===== config.mk =====
export PLATFORM = sky130hd
export DESIGN_NAME = pfs_supervisor
export DESIGN_NICKNAME = d
export VERILOG_FILES = /design/src/pfs_fault_chan.v /design/src/pfs_supervisor.v
export VERILOG_INCLUDE_DIRS = /design/src
export SDC_FILE = /design/constraint.sdc
export NUM_CORES = 1
export LEC_CHECK = 0
export ABC_CLOCK_PERIOD_IN_PS = 105200
export BUFFER_PORTS_ARGS = -buffer_cell sky130_fd_sc_hd__clkbuf_2
export CORE_UTILIZATION = 55
export DETAILED_ROUTE_END_ITERATION = 8
export PLACE_DENSITY = 0.78
export SLEW_MARGIN = 10
export SYNTH_ARGS = -nofsm -noshare
export SYNTH_HDL_FRONTEND = slang
export SYNTH_SLANG_ARGS = --single-unit

===== constraint.sdc =====
create_clock -name sys_clk -period 105.2 [get_ports sys_clk]
set_input_delay 10.52 -clock sys_clk [delete_from_list [all_inputs] [get_ports sys_clk]]
set_output_delay 10.52 -clock sys_clk [all_outputs]
set_load 0.02 [all_outputs]

===== src/pfs_regs.vh =====
// constants for the power stage fault supervisor
//
// Summary of operation
// - frequency reduction only when config bit 0 set and diode emulation active
// - full frequency at or above half nominal duty, linear drop below half
// - frequency reduced in discrete quantized steps between nominal and minimum; steps round down, so the lowest can sit below the minimum
// - frequency reduction off in sharing groups, with external sync, or driving sync
// - lockout strap low 3 V, high 10.8 V, open 4.5 V default
// - resistor strap or written threshold accepted between 2.85 V and 16 V
// - undervoltage response: ride through, delayed shutdown, or immediate shutdown with retries
// - after delayed undervoltage shutdown stay off until restart instruction
// - default undervoltage response is immediate shutdown, re-enable when fault clears
// - overvoltage above threshold drops power-good then runs selected response
// - overvoltage responses: shutdown with retries, or low-side crowbar until restart
// - default overvoltage response is immediate shutdown, re-enable when clear
// - with external clock only immediate shutdown is accepted for overvoltage
// - pre-bias below target becomes working target, both drivers on, ramp at soft-start; low side stays off while diode emulation is active
// - pre-biased start reaches target after exactly the configured ramp time
// - pre-bias above target becomes working target with matching duty
// - at ramp end assert power-good if not overvoltage, then ramp to target
// - pre-bias above overvoltage limit blocks turn-on and raises overvoltage fault
// - no pre-bias handling in sharing groups with tracking enabled
// - overcurrent responses: retry forever, retry count, delayed shutdown, ride through, immediate
// - default overcurrent response is immediate shutdown, re-enable when clear
// - low-side drive off at light load only on single-phase devices
`ifndef PFS_REGS_VH
`define PFS_REGS_VH
// ====================================================================
// register offsets (8-bit word index)
`define PFS_ADDR_CTRL 4'h0
`define PFS_ADDR_UVRESP 4'h1
`define PFS_ADDR_OVRESP 4'h2
`define PFS_ADDR_OCRESP 4'h3
`define PFS_ADDR_UVTHR 4'h4
`define PFS_ADDR_DELAY 4'h5
`define PFS_ADDR_RAMP 4'h6
`define PFS_ADDR_TARGET 4'h7
`define PFS_ADDR_STATUS 4'h8
`define PFS_ADDR_FREQ 4'h9
`define PFS_ADDR_FMIN 4'ha
`define PFS_ADDR_DNOM 4'hb
// ====================================================================
// control bits
`define PFS_CTRL_AFC 0
`define PFS_CTRL_RESTART 1
`define PFS_CTRL_DIODE 2
// response codes
`define PFS_RESP_IMMED 3'h0
`define PFS_RESP_RIDE 3'h1
`define PFS_RESP_DELAYED 3'h2
`define PFS_RESP_RETRYN 3'h3
`define PFS_RESP_RETRYINF 3'h4
`define PFS_RESP_CROWBAR 3'h5
// lockout threshold in 0.01 V units
`define PFS_UV_LOW 16'd300
`define PFS_UV_OPEN 16'd450
`define PFS_UV_HIGH 16'd1080
`define PFS_UV_MIN 16'd285
`define PFS_UV_MAX 16'd1600
// strap codes
`define PFS_STRAP_LOW 2'h0
`define PFS_STRAP_OPEN 2'h1
`define PFS_STRAP_HIGH 2'h2
`define PFS_STRAP_RES 2'h3
// reset values
`define PFS_RST_DELAY 8'h10
`define PFS_RST_RAMP 8'h20
`define PFS_RST_TARGET 8'h80
`define PFS_RST_FREQ 8'hc8
`define PFS_RST_FMIN 8'h32
`define PFS_RST_DNOM 8'h40
// overvoltage limit about 15 % above target: target + target/8 + target/32
`define PFS_OV_PCT 8'd15
// frequency quantization step size as right shift
`define PFS_FSTEP_SH 3
`endif


===== src/pfs_fault_chan.v =====
// one fault channel: response policy, retry counter and delay timer
`default_nettype none
`include "pfs_regs.vh"
module pfs_fault_chan #(
  parameter CW = 8
) (
  input wire sys_clk,
  input wire rst,
  input wire faultIn,
  input wire [2:0] respMode,
  input wire [3:0] retryCount,
  input wire [CW-1:0] delayCycles,
  input wire restartCmd,
  output reg shutdown,
  output reg crowbar,
  output wire faultFlag
);
  // ====================================================================
  // state machine
  localparam ST_RUN = 4'b0001;
  localparam ST_WARN = 4'b0010;
  localparam ST_OFF = 4'b0100;
  localparam ST_LATCH = 4'b1000;
  localparam [CW-1:0] ONE_TICK = 1;
  reg [3:0] state_reg;
  reg [CW-1:0] timer_reg;
  reg [3:0] tries_reg;
  wire infinite = (respMode == `PFS_RESP_RETRYINF);
  wire retrying = infinite || (respMode == `PFS_RESP_RETRYN);
  assign faultFlag = faultIn;
  // timer reloads on every entry to a waiting state, retries counted down
  always @(posedge sys_clk) begin
    if (rst) begin
      state_reg <= ST_RUN;
      timer_reg <= {CW{1'b0}};
      tries_reg <= 4'h0;
      shutdown <= 1'b0;
      crowbar <= 1'b0;
    end else begin
      case (state_reg)
        ST_RUN: begin
          tries_reg <= retryCount;
          if (faultIn) begin
            case (respMode)
              `PFS_RESP_RIDE: state_reg <= ST_RUN;
              `PFS_RESP_DELAYED: begin
                state_reg <= ST_WARN;
                timer_reg <= delayCycles;
              end
              `PFS_RESP_CROWBAR: begin
                state_reg <= ST_LATCH;
                crowbar <= 1'b1;
                shutdown <= 1'b1;
              end
              default: begin
                state_reg <= ST_OFF;
                timer_reg <= delayCycles;
                shutdown <= 1'b1;
              end
            endcase
          end
        end
        ST_WARN: begin
          if (!faultIn) state_reg <= ST_RUN;
          else if (timer_reg == {CW{1'b0}}) begin
            state_reg <= ST_LATCH;
            shutdown <= 1'b1;
          end else timer_reg <= timer_reg - ONE_TICK;
        end
        ST_OFF: begin
          if (timer_reg != {CW{1'b0}} && retrying) timer_reg <= timer_reg - ONE_TICK;
          else if (!faultIn) begin
            state_reg <= ST_RUN;
            shutdown <= 1'b0;
          end else if (retrying) begin
            if (infinite || tries_reg != 4'h0) begin
              timer_reg <= delayCycles;
              if (!infinite) tries_reg <= tries_reg - 4'h1;
            end else state_reg <= ST_LATCH;
          end
        end
        ST_LATCH: begin
          if (restartCmd) begin
            state_reg <= ST_RUN;
            shutdown <= 1'b0;
            crowbar <= 1'b0;
          end
        end
        default: state_reg <= ST_RUN;
      endcase
    end
  end
endmodule
`default_nettype wire


===== src/pfs_supervisor.v =====
// power stage fault supervisor top: registers, faults, pre-bias start, frequency
`default_nettype none
`include "pfs_regs.vh"
module pfs_supervisor #(
  parameter CW = 8
) (
  input wire sys_clk,
  input wire rst,
  input wire [3:0] regAddr,
  input wire [7:0] regWdata,
  input wire regWrite,
  input wire regRead,
  output reg [7:0] regRdata,
  input wire [1:0] input_lockout_threshold_strap,
  input wire [15:0] strapResistorThr,
  input wire inputUnderVolt,
  input wire outputOverVolt,
  input wire overCurrent,
  input wire [7:0] output_sense_input,
  input wire [7:0] dutyMeasured,
  input wire enableIn,
  input wire singlePhase,
  input wire shareGroup,
  input wire trackingOn,
  input wire syncAutoDetect,
  input wire extClockPresent,
  input wire syncDriving,
  input wire lightLoad,
  output reg high_side_gate_drive,
  output reg low_side_gate_drive,
  output reg power_good_output,
  output reg [7:0] workTarget,
  output reg [7:0] freqOut,
  output reg [15:0] uvThreshold,
  output wire afcActive
);
  // ====================================================================
  // configuration registers
  reg [7:0] ctrl_reg;
  reg [2:0] uvResp_reg;
  reg [2:0] ovResp_reg;
  reg [2:0] ocResp_reg;
  reg [3:0] uvTries_reg;
  reg [3:0] ovTries_reg;
  reg [3:0] ocTries_reg;
  reg [7:0] delay_reg;
  reg [7:0] ramp_reg;
  reg [7:0] target_reg;
  reg [7:0] freq_reg;
  reg [7:0] fmin_reg;
  reg [7:0] dnom_reg;
  reg [15:0] uvWritten_reg;
  reg uvWrittenValid_reg;
  reg restartPulse_reg;
  wire uvShut, ovShut, ovCrow, ocShut;
  wire extClock = extClockPresent;
  // ov response write: with an external clock only immediate shutdown is accepted
  wire ovRespOk = !extClock || (regWdata[2:0] == `PFS_RESP_IMMED);
  wire [15:0] uvWr = {6'h00, regWdata, 2'b00} + {8'h00, regWdata};
  // software writes; restart is a one-cycle self-clearing pulse
  always @(posedge sys_clk) begin
    if (rst) begin
      ctrl_reg <= 8'h00;
      uvResp_reg <= `PFS_RESP_IMMED;
      ovResp_reg <= `PFS_RESP_IMMED;
      ocResp_reg <= `PFS_RESP_IMMED;
      uvTries_reg <= 4'h0;
      ovTries_reg <= 4'h0;
      ocTries_reg <= 4'h0;
      delay_reg <= `PFS_RST_DELAY;
      ramp_reg <= `PFS_RST_RAMP;
      target_reg <= `PFS_RST_TARGET;
      freq_reg <= `PFS_RST_FREQ;
      fmin_reg <= `PFS_RST_FMIN;
      dnom_reg <= `PFS_RST_DNOM;
      uvWritten_reg <= 16'h0000;
      uvWrittenValid_reg <= 1'b0;
      restartPulse_reg <= 1'b0;
    end else begin
      restartPulse_reg <= regWrite && regAddr == `PFS_ADDR_CTRL && regWdata[`PFS_CTRL_RESTART];
      if (regWrite) begin
        case (regAddr)
          `PFS_ADDR_CTRL: ctrl_reg <= regWdata & 8'hfd;
          `PFS_ADDR_UVRESP: begin
            uvResp_reg <= regWdata[2:0];
            uvTries_reg <= regWdata[7:4];
          end
          `PFS_ADDR_OVRESP: begin
            if (ovRespOk) begin
              ovResp_reg <= regWdata[2:0];
              ovTries_reg <= regWdata[7:4];
            end
          end
          `PFS_ADDR_OCRESP: begin
            ocResp_reg <= regWdata[2:0];
            ocTries_reg <= regWdata[7:4];
          end
          `PFS_ADDR_UVTHR: begin
            // value in 0.05 V units, clamped to the legal span
            if (uvWr < `PFS_UV_MIN)
              uvWritten_reg <= `PFS_UV_MIN;
            else if (uvWr > `PFS_UV_MAX)
              uvWritten_reg <= `PFS_UV_MAX;
            else
              uvWritten_reg <= uvWr;
            uvWrittenValid_reg <= 1'b1;
          end
          `PFS_ADDR_DELAY: delay_reg <= regWdata;
          `PFS_ADDR_RAMP: ramp_reg <= regWdata;
          `PFS_ADDR_TARGET: target_reg <= regWdata;
          `PFS_ADDR_FREQ: freq_reg <= regWdata;
          `PFS_ADDR_FMIN: fmin_reg <= regWdata;
          `PFS_ADDR_DNOM: dnom_reg <= regWdata;
          default: ctrl_reg <= ctrl_reg;
        endcase
      end
    end
  end

  // ====================================================================
  // lockout threshold from strap, resistor strap or written value
  always @(posedge sys_clk) begin
    if (rst) begin
      uvThreshold <= `PFS_UV_OPEN;
    end else if (uvWrittenValid_reg) begin
      uvThreshold <= uvWritten_reg;
    end else begin
      case (input_lockout_threshold_strap)
        `PFS_STRAP_LOW: uvThreshold <= `PFS_UV_LOW;
        `PFS_STRAP_HIGH: uvThreshold <= `PFS_UV_HIGH;
        `PFS_STRAP_RES: begin
          if (strapResistorThr < `PFS_UV_MIN) uvThreshold <= `PFS_UV_MIN;
          else if (strapResistorThr > `PFS_UV_MAX) uvThreshold <= `PFS_UV_MAX;
          else uvThreshold <= strapResistorThr;
        end
        default: uvThreshold <= `PFS_UV_OPEN;
      endcase
    end
  end

  // ====================================================================
  // start-up sequencer with pre-bias handling
  localparam SS_IDLE = 5'b00001;
  localparam SS_DELAY = 5'b00010;
  localparam SS_RAMP = 5'b00100;
  localparam SS_ON = 5'b01000;
  localparam SS_OVBLK = 5'b10000;
  reg [4:0] ss_reg;
  reg [7:0] cnt_reg;
  reg [7:0] startV_reg;
  reg [15:0] acc_reg;
  reg preBiasOv_reg;
  wire anyShut = uvShut || ovShut || ocShut;
  wire [8:0] ovLimit = {1'b0, target_reg} + {4'h0, target_reg[7:3]} + {6'h00, target_reg[7:5]};
  wire sampleOv = {1'b0, output_sense_input} > ovLimit;
  wire preBiasAllowed = !(shareGroup && trackingOn);
  wire [8:0] span = {1'b0, target_reg} - {1'b0, startV_reg};
  wire [15:0] rampStep = (acc_reg + {7'h00, span}) / {8'h00, ramp_reg};
  // ramp: working target moves from the sampled level to the target in exactly ramp_reg steps
  always @(posedge sys_clk) begin
    if (rst) begin
      ss_reg <= SS_IDLE;
      cnt_reg <= 8'h00;
      startV_reg <= 8'h00;
      acc_reg <= 16'h0000;
      workTarget <= 8'h00;
      preBiasOv_reg <= 1'b0;
    end else if (!enableIn || anyShut) begin
      ss_reg <= SS_IDLE;
      workTarget <= 8'h00;
      preBiasOv_reg <= 1'b0;
    end else begin
      case (ss_reg)
        SS_IDLE: begin
          ss_reg <= SS_DELAY;
          cnt_reg <= delay_reg;
        end
        SS_DELAY: begin
          if (cnt_reg != 8'h00) cnt_reg <= cnt_reg - 8'h01;
          else if (preBiasAllowed && sampleOv) begin
            ss_reg <= SS_OVBLK;
            preBiasOv_reg <= 1'b1;
          end else begin
            ss_reg <= SS_RAMP;
            cnt_reg <= ramp_reg;
            acc_reg <= 16'h0000;
            startV_reg <= preBiasAllowed ? output_sense_input : 8'h00;
            workTarget <= preBiasAllowed ? output_sense_input : 8'h00;
          end
        end
        SS_RAMP: begin
          if (cnt_reg <= 8'h01) begin
            ss_reg <= SS_ON;
            workTarget <= target_reg;
          end else begin
            cnt_reg <= cnt_reg - 8'h01;
            if (startV_reg < target_reg) begin
              acc_reg <= acc_reg + {7'h00, span};
              workTarget <= startV_reg + rampStep[7:0];
            end
          end
        end
        SS_ON: workTarget <= target_reg;
        SS_OVBLK: preBiasOv_reg <= 1'b1;
        default: ss_reg <= SS_IDLE;
      endcase
    end
  end

  // ====================================================================
  // fault channels, one per fault kind
  pfs_fault_chan #(.CW(CW)) uvChan (
    .sys_clk(sys_clk), .rst(rst), .faultIn(inputUnderVolt), .respMode(uvResp_reg),
    .retryCount(uvTries_reg), .delayCycles(delay_reg), .restartCmd(restartPulse_reg),
    .shutdown(uvShut), .crowbar(), .faultFlag());
  pfs_fault_chan #(.CW(CW)) ovChan (
    .sys_clk(sys_clk), .rst(rst), .faultIn(outputOverVolt || preBiasOv_reg), .respMode(ovResp_reg),
    .retryCount(ovTries_reg), .delayCycles(delay_reg), .restartCmd(restartPulse_reg),
    .shutdown(ovShut), .crowbar(ovCrow), .faultFlag());
  pfs_fault_chan #(.CW(CW)) ocChan (
    .sys_clk(sys_clk), .rst(rst), .faultIn(overCurrent), .respMode(ocResp_reg),
    .retryCount(ocTries_reg), .delayCycles(delay_reg), .restartCmd(restartPulse_reg),
    .shutdown(ocShut), .crowbar(), .faultFlag());

  // ====================================================================
  // adaptive frequency reduction
  wire diodeEmu = ctrl_reg[`PFS_CTRL_DIODE] && singlePhase && lightLoad;
  assign afcActive = ctrl_reg[`PFS_CTRL_AFC] && diodeEmu && !shareGroup &&
    !(syncAutoDetect && extClockPresent) && !syncDriving;
  wire [15:0] slope = ({8'h00, freq_reg} - {8'h00, fmin_reg}) * {8'h00, dutyMeasured};
  wire [15:0] lin = (dnom_reg == 8'h00) ? 16'h0000 : ({slope[14:0], 1'b0} / {8'h00, dnom_reg});
  wire [15:0] fLin = lin + {8'h00, fmin_reg};
  // quantize: the low bits are dropped, so the frequency moves in coarse steps
  always @(posedge sys_clk) begin
    if (rst) freqOut <= `PFS_RST_FREQ;
    else if (afcActive && (dutyMeasured < {1'b0, dnom_reg[7:1]}) && fLin[15:8] == 8'h00)
      freqOut <= (fLin[7:0] >> `PFS_FSTEP_SH) << `PFS_FSTEP_SH;
    else freqOut <= freq_reg;
  end

  // ====================================================================
  // gate drives and power-good
  always @(posedge sys_clk) begin
    if (rst) begin
      high_side_gate_drive <= 1'b0;
      low_side_gate_drive <= 1'b0;
      power_good_output <= 1'b0;
    end else begin
      if (ovCrow) begin
        high_side_gate_drive <= 1'b0;
        low_side_gate_drive <= 1'b1;
      end else if (anyShut || ss_reg == SS_IDLE || ss_reg == SS_DELAY || ss_reg == SS_OVBLK) begin
        high_side_gate_drive <= 1'b0;
        low_side_gate_drive <= 1'b0;
      end else begin
        high_side_gate_drive <= 1'b1;
        low_side_gate_drive <= !diodeEmu;
      end
      // power-good falls at once on overvoltage
      power_good_output <= ss_reg == SS_ON && !outputOverVolt && !anyShut && !sampleOv;
    end
  end

  // ====================================================================
  // read port, data in the cycle after the strobe
  always @(posedge sys_clk) begin
    if (rst) regRdata <= 8'h00;
    else if (regRead) begin
      case (regAddr)
        `PFS_ADDR_CTRL: regRdata <= ctrl_reg;
        `PFS_ADDR_UVRESP: regRdata <= {uvTries_reg, 1'b0, uvResp_reg};
        `PFS_ADDR_OVRESP: regRdata <= {ovTries_reg, 1'b0, ovResp_reg};
        `PFS_ADDR_OCRESP: regRdata <= {ocTries_reg, 1'b0, ocResp_reg};
        `PFS_ADDR_UVTHR: regRdata <= uvThreshold[9:2];
        `PFS_ADDR_DELAY: regRdata <= delay_reg;
        `PFS_ADDR_RAMP: regRdata <= ramp_reg;
        `PFS_ADDR_TARGET: regRdata <= target_reg;
        `PFS_ADDR_STATUS: regRdata <= {afcActive, power_good_output, ocShut, ovShut, uvShut, ovCrow, ss_reg == SS_ON, preBiasOv_reg};
        `PFS_ADDR_FREQ: regRdata <= freqOut;
        `PFS_ADDR_FMIN: regRdata <= fmin_reg;
        `PFS_ADDR_DNOM: regRdata <= dnom_reg;
        default: regRdata <= 8'h00;
      endcase
    end else regRdata <= 8'h00;
  end
endmodule
`default_nettype wire


# Word-level counts from Yosys, hierarchy flattened

Index checks and enable logic that the tools add are counted.

Reduce and logical (&&, ||, !) cells: 113
Mux-type cells: 132
$add $sub $neg: 15
Bitwise operators: 5
Equality and inequality tests: 111
Order comparisons: 8
Divide/modulo/power cells: 2
Shift operators: 0
Multipliers: 1

Operators with widths:

| cell                  | count |
|---|---|
| $mux W8               | 33 |
| $mux W4               | 37 |
| $mux W16              | 8 |
| $pmux W8 S3           | 5 |
| $pmux W8 S12          | 1 |
| $ne A2 B2 Y1 const B  | 34 |
| $pmux W16 S3          | 1 |
| $pmux W4 S4           | 3 |
| $reduce_and A8 Y1     | 6 |
| $reduce_and A6 Y1     | 7 |
| $logic_not A8 Y1      | 5 |
| $pmux W4 S3           | 3 |
| $div A16 B8 Y16       | 2 |
| $pmux W16 S2          | 1 |
| $reduce_bool A8 Y1    | 4 |
| $sub A8 B1 Y8 const B | 4 |
| $eq A4 B3 Y1 const B  | 7 |
| $eq A4 B4 Y1 const B  | 7 |
| $mux W1               | 26 |
| $ne A2 B1 Y1 const B  | 12 |
| $pmux W4 S2           | 3 |
| $reduce_bool A4 Y1    | 6 |
| $mux W11              | 2 |
| $reduce_or A2 Y1      | 11 |
| 47 further kinds      | 159 |

Bits in latches: 0
Memory bits (writable): 0
Memories: 0
Bits in read-only memories: 0
Word-level logic and storage cells: 429
Register bits after elaboration: 227
Output and inout port bits: 44
Input bits: 61

# Depth between registers and ports, before layout

Word-level depth: 9
Gate-level depth with buffers: 206
Depth with buffers taken out: 200

# Modules after synthesis

Synthesis repeated with hierarchy kept, for this count alone.

Cells, all modules: 3,539
Area total of the unflattened synthesis: 26,874.5 um^2

Modules (own cells, without submodules):

| module         | cells each | area an instance (um^2) | instances |
|---|---|---|---|
| pfs_supervisor | 2,999      | 22,809.4                | 1 |
| pfs_fault_chan | 180        | 1,355.0                 | 3 |

# Least setup slack after synthesis

No wires, ideal clock.

Path kind: input to register
Start: input dutyMeasured[0]
End: register freqOut[6]
Required time: 105.080 ns
Path buffers: 13
Path slack: 59.363 ns
Arrival: 45.718 ns
Cell stages on the path: 187
Path through: clkbuf_1 > nand2_1 > fa_1 > inv_1 > fa_1 > fa_1 > inv_1 > fa_1 > inv_1 > ha_1 > o21a_1 > nor3_1 > a311o_1 > o21ai_2 > xnor3_1 > xor2_1 > ha_1 > nand3_1 > [... 151 more ...] > ha_1 > a21oi_1 > nor2b_1 > o21a_1 > o21ai_0 > nand2b_1 > a21oi_1 > nor2b_1 > o21ai_0 > nand3_1 > nor2_1 > o21ai_0 > a2111oi_2 > a31oi_1 > o2111ai_2 > a311oi_2 > or4_1 > o31a_1

Cells in the longest elaborated chain, start to end: 7
Elaborated cells between the ends (all ways): 9
Those cells by class: add/sub: 1; mul: 1; div: 1; order compare: 1; mux: 2; reduce/logical: 3

RTL lines:

| what                 | line                 | text |
|---|---|---|
| start, declared      | pfs_supervisor.v:20  | `input wire [7:0] dutyMeasured,` |
| $mul A9 B9 Y15       | pfs_supervisor.v:230 | `wire [15:0] slope = ({8'h00, freq_reg} - {8'h00, fmin_reg}) * {8'h00, dutyMeasured};` |
| $div A16 B8 Y16      | pfs_supervisor.v:231 | `wire [15:0] lin = (dnom_reg == 8'h00) ? 16'h0000 : ({slope[14:0], 1'b0} / {8'h00, dnom_reg});` |
| $mux W16             | pfs_supervisor.v:231 |  |
| $add A16 B8 Y16      | pfs_supervisor.v:232 | `wire [15:0] fLin = lin + {8'h00, fmin_reg};` |
| $logic_not A8 Y1     | pfs_supervisor.v:236 | `else if (afcActive && (dutyMeasured < {1'b0, dnom_reg[7:1]}) && fLin[15:8] == 8'h00)` |
| $logic_and A1 B1 Y1  | pfs_supervisor.v:236 |  |
| $mux W8 (*)          | pfs_supervisor.v:236 |  |
| end signal, assigned | pfs_supervisor.v:235 | `` if (rst) freqOut <= `PFS_RST_FREQ; `` |
| end signal, assigned | pfs_supervisor.v:237 | `` freqOut <= (fLin[7:0] >> `PFS_FSTEP_SH) << `PFS_FSTEP_SH; `` |
| end signal, assigned | pfs_supervisor.v:238 | `else freqOut <= freq_reg;` |
| end, declared        | pfs_supervisor.v:33  | `output reg [7:0] freqOut,` |

Every way passes the cells marked *; elsewhere a longest branch is shown, timed or not.
A chain may end at the register's enable or synchronous reset.

# Worst setup path in the final report

Ends and elaborated chain as after synthesis.

==> impl_metrics.csv <==
group,metric,value,unit
setup_path,endpoint,"freqOut[6]$_SDFF_PP1_",
route,routed_wl,74.8,mm
route,vias,26400,
synth,async_flop_share,0,%
cts,cts-root-buf,"clkbuf_16",
die,rows,80,
global_routing,grt_start_max_net_pins,107,
setup_path,reg2reg_depth,183,
setup_path,critPathLaunchType,"primary input",
setup_path,cp_max_fo,15,
global_routing,antenna_found_initial,1,
final_layout,final_cells,4226,
synth,ys_seq_area_share,16.7,%
timing,setup_tns,0,ps
cts,hold_buffers,0,
cts,clock_latency,530,ps
setup_path,r2r-start,"fmin_reg[1]$_SDFFE_PP1P_",
synth,syn_area,0.0266,mm^2
timing,timing.final.crit_period,49630,ps
synth,ys.flop_type,"dfxtp_1",
setup_path,timing.rr.end,"freqOut[6]$_SDFF_PP1_",
placement,dp_cells,4181,
status,status,"finished clean",
timing,finClkSkew,9.19,ps
timing,min_period_over_period,47.2,%
final_layout,nets,4025,
synth,synth.area.top_cells,"dfxtp_1 (17%), ha_1 (15%), nor2_1 (5.7%)",
worst_hold_path,hp-start,"ctrl_reg[5]$_SDFFE_PP0P_",
route,drc_errors,0,
route,wire_per_inst,17.7,um
synth,synth-edff-count,0,
setup_path,cp_data_required_time,105620,ps
final_layout,syn_to_final_growth,6.81,%
cts,clkTransAtPathRegs,70,ps
global_routing,grt_pass1_vias,23900,
final_layout,layout_common_cells,"nor2_1 (407), nand2_1 (335), ha_1 (311), a21oi_1 (276), dfxtp_1 (222)",
setup_path,crit_start,"dutyMeasured[0]",
synth,syn_avg_cell_area,7.45,um^2
global_routing,grt_use_total,29.5,%
die,io_pins,105,
timing,rsz0062_at_grt,"false",
worst_hold_path,holdCritPathClass,"reg2reg",
setup_path,arrival,50050,ps
timing,tightest_slew,1150,ps
setup_path,rrSetupSlack,63700,ps
route,ant_nets,0,
setup_path,cpMaxStageDelayCell,"a31oi_1",
setup_path,cp-end-kind,"register",
global_routing,grt_pass1_wl,121,mm
route,firstDrtPassIters,6,
cts,numCtsBuffers,25,
final_layout,fillers,4315,
die,die_w,222,um
setup_path,setup.worst_path.class,"in2reg",
route,routed_via_density,6.24,
placement,portBuffers,104,
flow_run,max_cap_viol_count,0,
placement,dp_hpwl,57.1,mm
timing,setup_viol,0,
final_layout,drive_gt1_share,7.48,%
timing,max-slew-margin-rel,23.2,%
setup_path,critPathMaxStageDelay,780,ps
timing,hold_viol_final,0,
global_routing,overflow,0,
synth,synth_area_leader_cell,"dfxtp_1",
synth,synth_top_area_share,16.7,%
synth,synth_cell_types,105,
final_layout,mostFrequentLayoutCell,"nor2_1",
synth,synthCells,3568,
cts,htree_levels,1,
timing,slew_viol_final,0,
cts,post_cts_buffers,0,
synth,yosys_warnings,0,
cts,ctsLongestPathBuffers,3,
setup_path,crit_top_cell,"o21a_1",
die,core_area,0.0477,mm^2
die,die_y,222,um
timing,timing.fmax,20.1,MHz
route,drt_iter0_markers,2330,
cts,tritoncts,"yes",
placement,place.gp.congestion,0.959,
die,initial_utilization,55.7,%
die,dieArea,0.0492,mm^2
synth,synth_seq_cells,222,
cts,cts_resized,0,
cts,clock-sinks,222,
## metrics by stage
step	hold slack (ps)	setup WS, ps	area [um^2]	utilization [%]
6_report	453	55570	28400	59.5
5_1_grt	483	52240	28400	59.5
4_1_cts	457	56210	28400	59.5
3_5_place_dp	448	55750	27500	57.7
3_3_place_gp	443	56880	27500	57.7
2_1_floorplan	426	59360	26600	-
## metal layers
| layer | routed length [um] | global-route usage (%) | vias up |
|---|---|---|---|
| met3 | 6870 | 4.94 | 143 |
| li1 | - | - | 13000 |
| met1 | 33500 | 41.5 | 12200 |
| met5 | 0 | 0 | - |
| met2 | 32200 | 46.1 | 1051 |
| met4 | 2210 | 8.31 | 0 |
## cells in the mapped netlist, drive strengths merged, types with 12 or more instances
library cell  number
nor2             408
nand2            336
ha               311
a21oi            276
inv              223
dfxtp            222
o21ai            178
nor3             173
o21a             119
clkbuf           111
mux2i             96
nand3             89
xnor2             74
nor2b             61
fa                60
a21o              57
nand2b            54
o31ai             51
xor2              45
mux2              43
and2              42
or3               38
a31oi             37
o211ai            30
nand4             29
a22oi             26
or2               26
nor4              25
and3              24
a211oi            22
a21boi            20
nand3b            20
a32oi             18
buf               18
nor3b             17
a311oi            16
nor4b             12
## how the worst min path moves through the flow
| stage | end | depth (start not counted) |
|---|---|---|
| 2_1_floorplan | uvThreshold[0]$_SDFF_PP0_ | 2 |
| 3_3_place_gp | ctrl_reg[5]$_SDFFE_PP0P_ | 2 |
| 3_5_place_dp | ctrl_reg[6]$_SDFFE_PP0P_ | 2 |
| 4_1_cts | ctrl_reg[5]$_SDFFE_PP0P_ | 2 |
| 5_1_grt | ctrl_reg[5]$_SDFFE_PP0P_ | 2 |
| 6_report | ctrl_reg[5]$_SDFFE_PP0P_ | 2 |
## critical path: cells and delay by family
kind / cells / cell delay [ps]
AO/OA/AOI/OAI: 90 / 19070
XOR/XNOR: 2 / 550
adder cells (fa/ha/maj): 21 / 7400
buffers and inverters: 6 / 740
multiplexers: 3 / 600
AND/OR/NAND/NOR: 56 / 11110
## layout make-up
class	instances	area, um^2	share of cell area [%]
Multi-Input combinational cell	2998	20800	73.3
Sequential cell	222	4440	15.7
Inverter	223	837	2.95
Tap cell	615	769	2.71
Clock buffer	34	709	2.50
Timing Repair Buffer	123	669	2.36
Clock inverter	10	144	0.507
Antenna cell	1	2.50	0.00881
## logic make-up after synthesis
group	synth area share (%)
and+or+nand+nor	24.9
AOI/OAI and AO/OA	24.5
adders and majority gates	19.2
buffers and inverters	5.09
DFF	16.7
muxes	5.59
xor gates and xnor gates	4.01
other	0.0141
Power is not shown: default switching activity piles up to over one toggle a cycle in this logic, so the estimate is an artifact.
